File: config.mk
export PLATFORM = sky130hd
export DESIGN_NAME = cob_bank
export DESIGN_NICKNAME = d
export VERILOG_FILES = /design/src/rtl/cob_pkg.sv /design/src/rtl/cob_out_gate.sv /design/src/rtl/cob_bank.sv
export SDC_FILE = /design/constraint.sdc
export NUM_CORES = 1
export LEC_CHECK = 0
export BUFFER_PORTS_ARGS = -buffer_cell sky130_fd_sc_hd__buf_2
export CELL_PAD_IN_SITES_DETAIL_PLACEMENT = 0
export CELL_PAD_IN_SITES_GLOBAL_PLACEMENT = 1
export CORE_MARGIN = 3
export CORE_UTILIZATION = 40
export DETAILED_ROUTE_END_ITERATION = 8
export PLACE_DENSITY_LB_ADDON = 0.1
export SYNTH_ARGS = -nofsm -noshare
export SYNTH_HDL_FRONTEND = slang
export SYNTH_HIERARCHICAL = 1
export SYNTH_SLANG_ARGS = --single-unit
File: constraint.sdc
create_clock -name clk -period 1.5 [get_ports clk]
set_input_delay 0.225 -clock clk [delete_from_list [all_inputs] [get_ports clk]]
set_output_delay 0.225 -clock clk [all_outputs]
set_load 0.03 [all_outputs]
File: src/rtl/cob_pkg.sv
// package: register map, field layout and drive codes for the clock output bank
package cob_pkg;
  // register offsets
  localparam logic [7:0] OFS_DMODE_A = 8'h05;
  localparam logic [7:0] OFS_DMODE_B = 8'h06;
  localparam logic [7:0] OFS_DMODE_C = 8'h07;
  localparam logic [7:0] OFS_OEN_A   = 8'h08;
  // reset values
  localparam logic [7:0] RST_DMODE   = 8'h00;
  localparam logic [7:0] RST_OEN     = 8'h00;
  // field layout
  localparam int         FIELD_W     = 2;
  localparam int         PER_REG     = 4;
  // disable codes
  localparam logic [1:0] DIS_BOTH_LOW = 2'h0;
  localparam logic [1:0] DIS_DIFF_LOW = 2'h1;
  // leg drive of one output
  typedef enum logic [1:0] {
    COB_DRV_CLOCK,
    COB_DRV_BOTH_LOW,
    COB_DRV_DIFF_LOW,
    COB_DRV_HIGHZ
  } cob_drv_type;
  // register access request
  typedef struct packed {
    logic       wr;
    logic [7:0] addr;
    logic [7:0] data;
  } cob_req_type;
endpackage

File: src/rtl/cob_out_gate.sv
// one output driver gate: swaps enabled/disabled only while the clock is low
`timescale 1ns/1ns
module cob_out_gate (
  // clock and reset
  input  wire logic       clk,
  input  wire logic       reset_n,
  // buffered reference clock, already synchronised
  input  wire logic       ref_clk,
  // control
  input  wire logic       enable,
  input  wire logic [1:0] dis_code,
  // leg drive
  output logic            p_out,
  output logic            n_out,
  output logic            p_oe,
  output logic            n_oe,
  output logic            active
);
  logic en_r;
  cob_pkg::cob_drv_type drv;

  // state only changes while ref clock is low, so no pulse is cut
  always_ff @(posedge clk or negedge reset_n) begin
    if (!reset_n) begin
      en_r <= 1'b0;
    end else if (!ref_clk) begin
      en_r <= enable;
    end
  end

  always_comb begin
    if (en_r) begin
      drv = cob_pkg::COB_DRV_CLOCK;
    end else begin
      unique case (dis_code)
        cob_pkg::DIS_BOTH_LOW: drv = cob_pkg::COB_DRV_BOTH_LOW;
        cob_pkg::DIS_DIFF_LOW: drv = cob_pkg::COB_DRV_DIFF_LOW;
        default:               drv = cob_pkg::COB_DRV_HIGHZ;
      endcase
    end
  end

  always_ff @(posedge clk or negedge reset_n) begin
    if (!reset_n) begin
      p_out  <= 1'b0;
      n_out  <= 1'b0;
      p_oe   <= 1'b1;
      n_oe   <= 1'b1;
      active <= 1'b0;
    end else begin
      active <= en_r;
      p_oe   <= (drv != cob_pkg::COB_DRV_HIGHZ);
      n_oe   <= (drv != cob_pkg::COB_DRV_HIGHZ);
      p_out  <= (drv == cob_pkg::COB_DRV_CLOCK) & ref_clk;
      n_out  <= (drv == cob_pkg::COB_DRV_CLOCK) ? ~ref_clk : (drv == cob_pkg::COB_DRV_DIFF_LOW);
    end
  end

  property p_no_cut_pulse;
    @(posedge clk) disable iff (!reset_n) $changed(en_r) |-> !$past(ref_clk);
  endproperty
  a_no_cut_pulse: assert property (p_no_cut_pulse) else $error("enable changed while clock high");

  property p_diff_low;
    @(posedge clk) disable iff (!reset_n)
      (!en_r && dis_code == cob_pkg::DIS_DIFF_LOW) |=> (p_oe && n_oe && !p_out && n_out);
  endproperty
  a_diff_low: assert property (p_diff_low) else $error("differential low drive wrong");

  property p_both_low;
    @(posedge clk) disable iff (!reset_n)
      (!en_r && dis_code == cob_pkg::DIS_BOTH_LOW) |=> (p_oe && n_oe && !p_out && !n_out);
  endproperty
  a_both_low: assert property (p_both_low) else $error("both low drive wrong");

  property p_highz;
    @(posedge clk) disable iff (!reset_n) (!en_r && dis_code[1]) |=> (!p_oe && !n_oe);
  endproperty
  a_highz: assert property (p_highz) else $error("high impedance not applied");

  property p_clock_mode;
    @(posedge clk) disable iff (!reset_n) en_r |=> (p_oe && n_oe && active && (n_out == !p_out));
  endproperty
  a_clock_mode: assert property (p_clock_mode) else $error("enabled output not differential");
endmodule

File: src/rtl/cob_bank.sv
// register bank and output gating of the clock output buffer
`timescale 1ns/1ns
module cob_bank #(
  parameter int NUM_OUT = 12
) (
  // clock and reset
  input  wire logic                clk,
  input  wire logic                reset_n,
  // register access from the serial host port
  input  wire cob_pkg::cob_req_type req,
  input  wire logic                req_valid,
  output logic [7:0]               rd_data,
  // reference clock from the input buffer
  input  wire logic                ref_clk_in,
  // output leg drive
  output logic [NUM_OUT-1:0]       p_out,
  output logic [NUM_OUT-1:0]       n_out,
  output logic [NUM_OUT-1:0]       p_oe,
  output logic [NUM_OUT-1:0]       n_oe,
  output logic [NUM_OUT-1:0]       out_active
);
  localparam bit WIDE = (NUM_OUT > 8);

  logic [7:0] disable_mode_reg_a_r;
  logic [7:0] disable_mode_reg_b_r;
  logic [7:0] disable_mode_reg_c_r;
  logic [7:0] output_enable_reg_a_r;
  logic       ref_meta_r;
  logic       ref_sync_r;
  logic [23:0] codes;
  logic [NUM_OUT-1:0] en_vec;
  logic [NUM_OUT-1:0] active_w;

  function automatic logic hit(input cob_pkg::cob_req_type r, input logic [7:0] ofs);
    hit = r.wr && (r.addr == ofs);
  endfunction

  function automatic logic is_reg(input logic [7:0] ofs);
    is_reg = (ofs == cob_pkg::OFS_DMODE_A) || (ofs == cob_pkg::OFS_DMODE_B) ||
             (ofs == cob_pkg::OFS_DMODE_C) || (ofs == cob_pkg::OFS_OEN_A);
  endfunction

  // reference clock synchroniser
  always_ff @(posedge clk or negedge reset_n) begin
    if (!reset_n) begin
      ref_meta_r <= 1'b0;
      ref_sync_r <= 1'b0;
    end else begin
      ref_meta_r <= ref_clk_in;
      ref_sync_r <= ref_meta_r;
    end
  end

  // disable code registers
  always_ff @(posedge clk or negedge reset_n) begin
    if (!reset_n) begin
      disable_mode_reg_a_r <= cob_pkg::RST_DMODE;
      disable_mode_reg_b_r <= cob_pkg::RST_DMODE;
      disable_mode_reg_c_r <= cob_pkg::RST_DMODE;
    end else if (req_valid) begin
      if (hit(req, cob_pkg::OFS_DMODE_A)) begin
        disable_mode_reg_a_r <= req.data;
      end
      if (hit(req, cob_pkg::OFS_DMODE_B)) begin
        disable_mode_reg_b_r <= req.data;
      end
      if (WIDE && hit(req, cob_pkg::OFS_DMODE_C)) begin
        disable_mode_reg_c_r <= req.data;
      end
    end
  end

  // enable register; a new enable takes effect at the gate only while the clock is low, so software need not time its writes
  always_ff @(posedge clk or negedge reset_n) begin
    if (!reset_n) begin
      output_enable_reg_a_r <= cob_pkg::RST_OEN;
    end else if (req_valid && hit(req, cob_pkg::OFS_OEN_A)) begin
      output_enable_reg_a_r <= req.data;
    end
  end

  // read data
  always_ff @(posedge clk or negedge reset_n) begin
    if (!reset_n) begin
      rd_data <= 8'h00;
    end else if (req_valid && !req.wr) begin
      unique case (req.addr)
        cob_pkg::OFS_DMODE_A: rd_data <= disable_mode_reg_a_r;
        cob_pkg::OFS_DMODE_B: rd_data <= disable_mode_reg_b_r;
        cob_pkg::OFS_DMODE_C: rd_data <= WIDE ? disable_mode_reg_c_r : 8'h00;
        cob_pkg::OFS_OEN_A:   rd_data <= output_enable_reg_a_r;
        default:              rd_data <= 8'h00;
      endcase
    end
  end

  assign codes = {disable_mode_reg_c_r, disable_mode_reg_b_r, disable_mode_reg_a_r};

  // enable bits 0 and 1, and bits 8 and up, whose gates are in this bank but have no enable register, stay clear
  always_comb begin
    en_vec = '0;
    for (int i = 0; i < NUM_OUT && i < 8; i++) begin
      en_vec[i] = (i >= 2) ? output_enable_reg_a_r[i] : 1'b0;
    end
  end

  generate
    for (genvar g = 0; g < NUM_OUT; g++) begin : g_out
      cob_out_gate u_gate (
        .clk      (clk),
        .reset_n  (reset_n),
        .ref_clk  (ref_sync_r),
        .enable   (en_vec[g]),
        .dis_code (codes[g*cob_pkg::FIELD_W +: cob_pkg::FIELD_W]),
        .p_out    (p_out[g]),
        .n_out    (n_out[g]),
        .p_oe     (p_oe[g]),
        .n_oe     (n_oe[g]),
        .active   (active_w[g])
      );
    end
  endgenerate

  assign out_active = active_w;

  property p_reset_disabled;
    @(posedge clk) disable iff (!reset_n) $rose(reset_n) |-> output_enable_reg_a_r == 8'h00;
  endproperty
  a_reset_disabled: assert property (p_reset_disabled) else $error("enable register not cleared");

  property p_write_b;
    @(posedge clk) disable iff (!reset_n)
      (req_valid && req.wr && req.addr == cob_pkg::OFS_DMODE_B) |=> disable_mode_reg_b_r == $past(req.data);
  endproperty
  a_write_b: assert property (p_write_b) else $error("register at 0x06 not written");

  property p_write_a;
    @(posedge clk) disable iff (!reset_n)
      (req_valid && req.wr && req.addr == cob_pkg::OFS_DMODE_A) |=> disable_mode_reg_a_r == $past(req.data);
  endproperty
  a_write_a: assert property (p_write_a) else $error("first disable register not written");

  property p_narrow_c;
    @(posedge clk) disable iff (!reset_n) !WIDE |-> disable_mode_reg_c_r == 8'h00;
  endproperty
  a_narrow_c: assert property (p_narrow_c) else $error("register at 0x07 present on narrow part");

  property p_read_en;
    @(posedge clk) disable iff (!reset_n)
      (req_valid && !req.wr && req.addr == cob_pkg::OFS_OEN_A) |=> rd_data == $past(output_enable_reg_a_r);
  endproperty
  a_read_en: assert property (p_read_en) else $error("enable register readback wrong");

  property p_write_c;
    @(posedge clk) disable iff (!reset_n)
      (req_valid && req.wr && req.addr == cob_pkg::OFS_DMODE_C) |=>
        disable_mode_reg_c_r == (WIDE ? $past(req.data) : cob_pkg::RST_DMODE);
  endproperty
  a_write_c: assert property (p_write_c) else $error("register at 0x07 write wrong");

  property p_write_en;
    @(posedge clk) disable iff (!reset_n)
      (req_valid && req.wr && req.addr == cob_pkg::OFS_OEN_A) |=> output_enable_reg_a_r == $past(req.data);
  endproperty
  a_write_en: assert property (p_write_en) else $error("enable register not written");

  property p_read_a;
    @(posedge clk) disable iff (!reset_n)
      (req_valid && !req.wr && req.addr == cob_pkg::OFS_DMODE_A) |=> rd_data == $past(disable_mode_reg_a_r);
  endproperty
  a_read_a: assert property (p_read_a) else $error("first disable register readback wrong");

  property p_read_b;
    @(posedge clk) disable iff (!reset_n)
      (req_valid && !req.wr && req.addr == cob_pkg::OFS_DMODE_B) |=> rd_data == $past(disable_mode_reg_b_r);
  endproperty
  a_read_b: assert property (p_read_b) else $error("register at 0x06 readback wrong");

  property p_read_c;
    @(posedge clk) disable iff (!reset_n)
      (req_valid && !req.wr && req.addr == cob_pkg::OFS_DMODE_C) |=>
        rd_data == (WIDE ? $past(disable_mode_reg_c_r) : 8'h00);
  endproperty
  a_read_c: assert property (p_read_c) else $error("register at 0x07 readback wrong");

  property p_read_unknown;
    @(posedge clk) disable iff (!reset_n)
      (req_valid && !req.wr && !is_reg(req.addr)) |=> rd_data == 8'h00;
  endproperty
  a_read_unknown: assert property (p_read_unknown) else $error("unknown offset read not zero");

  property p_rd_hold;
    @(posedge clk) disable iff (!reset_n) !(req_valid && !req.wr) |=> $stable(rd_data);
  endproperty
  a_rd_hold: assert property (p_rd_hold) else $error("read data changed without a read");

  property p_write_ignored;
    @(posedge clk) disable iff (!reset_n)
      (req_valid && req.wr && !is_reg(req.addr))
      |=> ($stable(disable_mode_reg_a_r) && $stable(disable_mode_reg_b_r)
           && $stable(disable_mode_reg_c_r) && $stable(output_enable_reg_a_r));
  endproperty
  a_write_ignored: assert property (p_write_ignored) else $error("write to unknown offset changed a register");

  property p_low_outs_off;
    @(posedge clk) disable iff (!reset_n) out_active[1:0] == 2'h0;
  endproperty
  a_low_outs_off: assert property (p_low_outs_off) else $error("output 0 or 1 entered clock mode");

  property p_high_outs_off;
    @(posedge clk) disable iff (!reset_n) (out_active >> 8) == '0;
  endproperty
  a_high_outs_off: assert property (p_high_outs_off) else $error("output 8 or above entered clock mode");
endmodule

# After elaboration in Yosys (flattened, before gate mapping)
# Index checks and enable logic that the tools add are counted.
[word_totals]
ff_bits = 90
out_inout_bits = 68
ramBits = 0
input_bits = 21
latchBits = 0
n_memories = 0
word_cells = 173
mem_bits_ro = 0
[op_classes]
addsub = 0
eq_ne = 40
bitwise = 13
n_reduce_logical = 34
mux = 31
multipliers = 0
n_lt_le_gt_ge = 0
shifts = 0
div_mod_pow = 0
[op_table]
columns = ["cell", "n"]
rows = [
  ["$logic_not A2 Y1", 24],
  ["$pmux W2 S2", 12],
  ["$pmux W8 S4", 1],
  ["$eq A2 B1 Y1 const B", 12],
  ["$eq A2 B2 Y1 const B", 12],
  ["$eq A8 B3 Y1 const B", 3],
  ["$ne A2 B2 Y1 const B", 12],
  ["$and A1 B1 Y1", 12],
  ["$mux W1", 12],
  ["$mux W2", 6],
  ["$eq A8 B4 Y1 const B", 1],
  ["$logic_and A1 B1 Y1", 6],
  ["$reduce_and A2 Y1", 3],
  ["$logic_not A1 Y1", 1],
  ["$not A1 Y1", 1],
]

# Logic depth before layout (Yosys ltp)
[logic_depth]
depth_word = 5
ltp_mapped = 5
mapped_depth_nobuf = 4

# Cells and area by module
# The synthesis kept the hierarchy.
[modules_own_cells]
columns = ["mod", "cells_per_inst", "n_inst", "seq_area_each_um2", "area_each_um2"]
rows = [
  ["cob_out_gate", 11, 12, 126.4, 178.9],
  ["cob_bank", 139, 1, 1051.0, 1885.6],
]

# Least setup slack after synthesis
# OpenSTA, ideal clock, no wires.
[synth_timing]
kind = "input to register"
from = "input req[13] (netlist bit)"
to = "register disable_mode_reg_b_r[1]"
setup_time_ns = 0.125
path_stages = 4
n_path_buf = 0
arrival_time_ns = 1.423
path_slack_ns = -0.048
t_required_ns = 1.375
path_cell_list = "nor4_4 > nand3_2 > nor3_4 > mux2_2"
[synth_via]
elab_chain_cells = 3
[synth_rtl]
columns = ["element", "line", "rtl"]
rows = [
  ["start: declaration", "cob_bank.sv:10", "input wire cob_pkg::cob_req_type req,"],
  ["$eq A8 B3 Y1", "cob_bank.sv:35", "hit = r.wr && (r.addr == ofs);"],
  ["$logic_and A1 B1 Y1", "cob_bank.sv:35", ""],
  ["$reduce_and A2 Y1 (no source line)", "n/a", ""],
  ["end signal: assignment", "cob_bank.sv:58", "disable_mode_reg_b_r <= cob_pkg::RST_DMODE;"],
  ["end signal: assignment", "cob_bank.sv:65", "disable_mode_reg_b_r <= req.data;"],
  ["end: declaration", "cob_bank.sv:25", "logic [7:0] disable_mode_reg_b_r;"],
]
# No other way between the ends.
# A chain may end at the register's enable or synchronous reset.

# Worst setup path after layout
[layout_timing]
from = "input req[13] (netlist bit)"
to = "register disable_mode_reg_c_r[6]"
[layout_via]
elab_chain_cells = 3
[layout_rtl]
columns = ["element", "line", "rtl"]
rows = [
  ["$eq A8 B3 Y1", "cob_bank.sv:35", ""],
  ["$logic_and A1 B1 Y1", "cob_bank.sv:35", ""],
  ["$reduce_and A2 Y1 (no source line)", "n/a", ""],
  ["end signal: assignment", "cob_bank.sv:59", "disable_mode_reg_c_r <= cob_pkg::RST_DMODE;"],
  ["end signal: assignment", "cob_bank.sv:68", "disable_mode_reg_c_r <= req.data;"],
  ["end: declaration", "cob_bank.sv:26", "logic [7:0] disable_mode_reg_c_r;"],
]
# No other way between the ends.

==> flow_metrics.py <==
metrics = {
    "sta": {
        "setup_viol": 0,
        "post-route-period-util": 0.903,
        "worst_pin_slew_ns": 0.546,
        "fmax_ghz": 0.738,
        "slew_headroom": 0.634,
        "fin_ws_ns": 0.145,
        "rsz0062_at_grt": "false",
        "period_needed_ns": 1.35,
        "skew_ns": 0.0144,
        "drv_slew": 0,
        "hold-worst-slack_ns": 0.144,
        "hold_viol_final": 0,
    },
    "min_path": {
        "min_from": "req[6]",
        "hold_path_depth": 2,
        "min-delay-path-class": "input port to flop",
        "hold_path_end": "disable_mode_reg_a_r[6]$_DFFE_PN0P_",
    },
    "floorplanning": {
        "die_w_um": 106,
        "core_um2": 9770,
        "dieHeight_um": 106,
        "start_util": 0.413,
        "die_area_um2": 11300,
        "rows": 36,
        "pin_count": 89,
    },
    "clock_network": {
        "cts_made_buffers": 9,
        "clk_pin_slew_ns": 0.11,
        "cts_sinks": 102,
        "cts_resized": 0,
        "cts_tree": "built",
        "clock_latency_ns": 0.37,
        "htreeDepth": 3,
        "cts-root-buf": "clkbuf_8",
        "clockBufferDepth": 2,
    },
    "pwr": {
        "p_clk_frac": 0.345,
        "p_comb_frac": 0.102,
        "p_sw_w": 0.00141,
        "power_density_nw_per_um2": 1060,
        "ir_drop_uv": 517,
        "p_int_w": 0.00388,
        "switching_share": 0.267,
        "leakage_nw": 2.47,
        "seq_power_share": 0.553,
    },
    "critical_path": {
        "crit_arrival_ns": 1.61,
        "required_ns": 1.75,
        "startpoint_type": "input port",
        "critPathKind": "input port to flop",
        "r2r_end": "rd_data[6]$_DFFE_PN0P_",
        "crit_fanout": 4,
        "rrSetupSlack_ns": 0.34,
        "r2r_cells": 4,
        "cp-end-kind": "flop",
        "r2r_start": "disable_mode_reg_a_r[6]$_DFFE_PN0P_",
    },
    "drt": {
        "post-route-drc-count": 0,
        "firstDrtPassIters": 4,
        "first_iter_violations": 115,
        "dr_total_vias": 2434,
        "wire_per_inst_um": 15.4,
        "drt_wl_total_um": 7990,
        "postRouteAntennaNets": 0,
        "routed_via_density": 4.69,
    },
    "synth": {
        "ys_warn_count": 6,
        "yosysTopAreaCellShare": 0.558,
        "synth_ff_type": "dfrtp_1",
        "synth_edf_count": 0,
        "synth_cell_types": 30,
        "synth_seq_cells": 102,
        "synth_top_cell_by_area": "dfrtp_1",
        "syn_avg_cell_area_um2": 14.9,
        "ys_async_sr_fraction": 1.00,
        "synth_area_um2": 4030,
        "ys_seq_area_frac": 0.637,
        "synth_area_leaders": "dfrtp_1 (56%), mux2_2 (8.7%), dfstp_2 (7.8%), mux2i_1 (5.0%), mux2_4 (4.5%)",
        "netlist_instances": 271,
    },
    "grt": {
        "use_met1": 0.220,
        "grt_pass1_wl_um": 13200,
        "grt.met2_usage": 0.224,
        "antenna_found_initial": 0,
        "grt-busiest-layer": "met2",
        "overflow": 0,
        "grt_pass1_vias": 2486,
        "grtUsageTotal": 0.152,
        "use_met3": 0.0376,
        "grt_max_degree": 42,
    },
    "finish": {
        "finalNetCount": 402,
        "layout_common_cells": "dfrtp_1 (90), buf_2 (87), mux2_2 (31)",
        "antenna-diode-count": 0,
        "fillerInstances": 892,
        "syn2layout_area_growth_pct": 23.6,
        "seqCellArea_um2": 2570,
        "drive_gt1_frac": 0.516,
        "multiInputGateArea_um2": 1370,
        "final_common_cell": "dfrtp_1",
        "finalInstanceArea_um2": 4980,
    },
    "placement": {
        "pre_cts_ws_ns": -0.291,
        "hpwl_um": 5810,
        "portBuffers": 88,
        "placed_area_um2": 4750,
        "gp_congestion": 0.760,
    },
    "flow_run": {
        "max-cap-violations": 0,
    },
    "status": {
        "outcome": "finished clean",
    },
}
## Yosys cell counts (2+ instances only)
library cell and n:
nand3b_1 2, buf_1 2, nand2_1 9, mux2_4 12, inv_1 2, and2_2 12, nor2_1 2, dfrtp_1 90
nand2b_1 25, nor3_4 3, o22a_1 6, buf_4 12, buf_2 3, nor2b_1 2, a32oi_1 7, dfstp_2 12
mux2_2 31, o21ai_0 8, mux2i_1 20
## worst max-delay path, cell delays in order
cell     delay [ns]
buf_2          0.11
nor4_4         0.29
nand3_2        0.23
nor3_4         0.25
buf_4          0.17
mux2_2         0.33
## cells by family after synthesis
logic type             after synthesis  share of synthesized area
multiplexers                        64                      0.184
other                                1                   0.000930
AO/OA/AOI/OAI                       25                     0.0459
AND/OR/NAND/NOR                     59                      0.102
buffers and inverters               20                     0.0307
flip-flops                         102                      0.637
## repair_timing
action | in CTS | in global routing
buffers inserted | 0 | 0
hold buffers | 2 | 0
hold endpoints to repair | 38 | 0
setup endpoints to repair | 0 | 0
## power groups by stage
stage	clock (W)	sequential [W]	combinational, W
finish	0.00183	0.00293	0.000541
global route	0.00199	0.00295	0.000587
CTS	0.00189	0.00293	0.000553
detailed placement	0	0.00298	0.000548
global placement	0	0.00298	0.000544
floorplan	0	0.00311	0.000179
## flip-flops by register name (all words and copies together), names as in the netlist
signal	flops
g_out.u_gate/n_out	12
g_out.u_gate/p_out	12
g_out.u_gate/active	12
output_enable_reg_a_r	8
disable_mode_reg_c_r	8
g_out.u_gate/en_r	12
ref_sync_r	1
ref_meta_r	1
rd_data	8
disable_mode_reg_b_r	8
g_out.u_gate/n_oe	12
disable_mode_reg_a_r	8
## layout make-up
cell class / count / area share
clock buffer: 9 / 0.0248
clock inverter: 7 / 0.0176
inverter: 2 / 0.00151
multi-input combinational: 154 / 0.274
sequential: 102 / 0.515
tap: 133 / 0.0334
timing repair buffer: 112 / 0.134
## stage by stage
step / util / cells / total power (W) / setup TNS [ns]
2_1_floorplan: - / 276 / 0.00329 / -0.698
3_3_place_gp: 0.486 / 501 / 0.00353 / -6.55
3_5_place_dp: 0.486 / 501 / 0.00353 / -8.60
4_1_cts: 0.510 / 519 / 0.00538 / 0
5_1_grt: 0.510 / 519 / 0.00552 / 0
6_report: 0.510 / 519 / 0.00530 / 0
## per-layer routing
metal  part of all wire  vias up  wire length, um
li1                   -     1156                -
met1               0.48     1203             3870
met2               0.45       70             3590
met3              0.056        5              449
met4             0.0090        0               72
met5                  0        -                0
## how the worst max path moves through the flow
stage,slack [ns],start,endpoint,cells after the start
2_1_floorplan,-0.04,req[13],disable_mode_reg_a_r[0]$_DFFE_PN0P_,4
3_3_place_gp,-0.22,req[13],disable_mode_reg_c_r[4]$_DFFE_PN0P_,6
3_5_place_dp,-0.29,req[13],disable_mode_reg_c_r[7]$_DFFE_PN0P_,6
4_1_cts,0.11,req[13],disable_mode_reg_c_r[6]$_DFFE_PN0P_,6
5_1_grt,0.04,req[13],disable_mode_reg_c_r[5]$_DFFE_PN0P_,6
6_report,0.15,req[13],disable_mode_reg_c_r[6]$_DFFE_PN0P_,6
(Power assumes the default switching activity.)
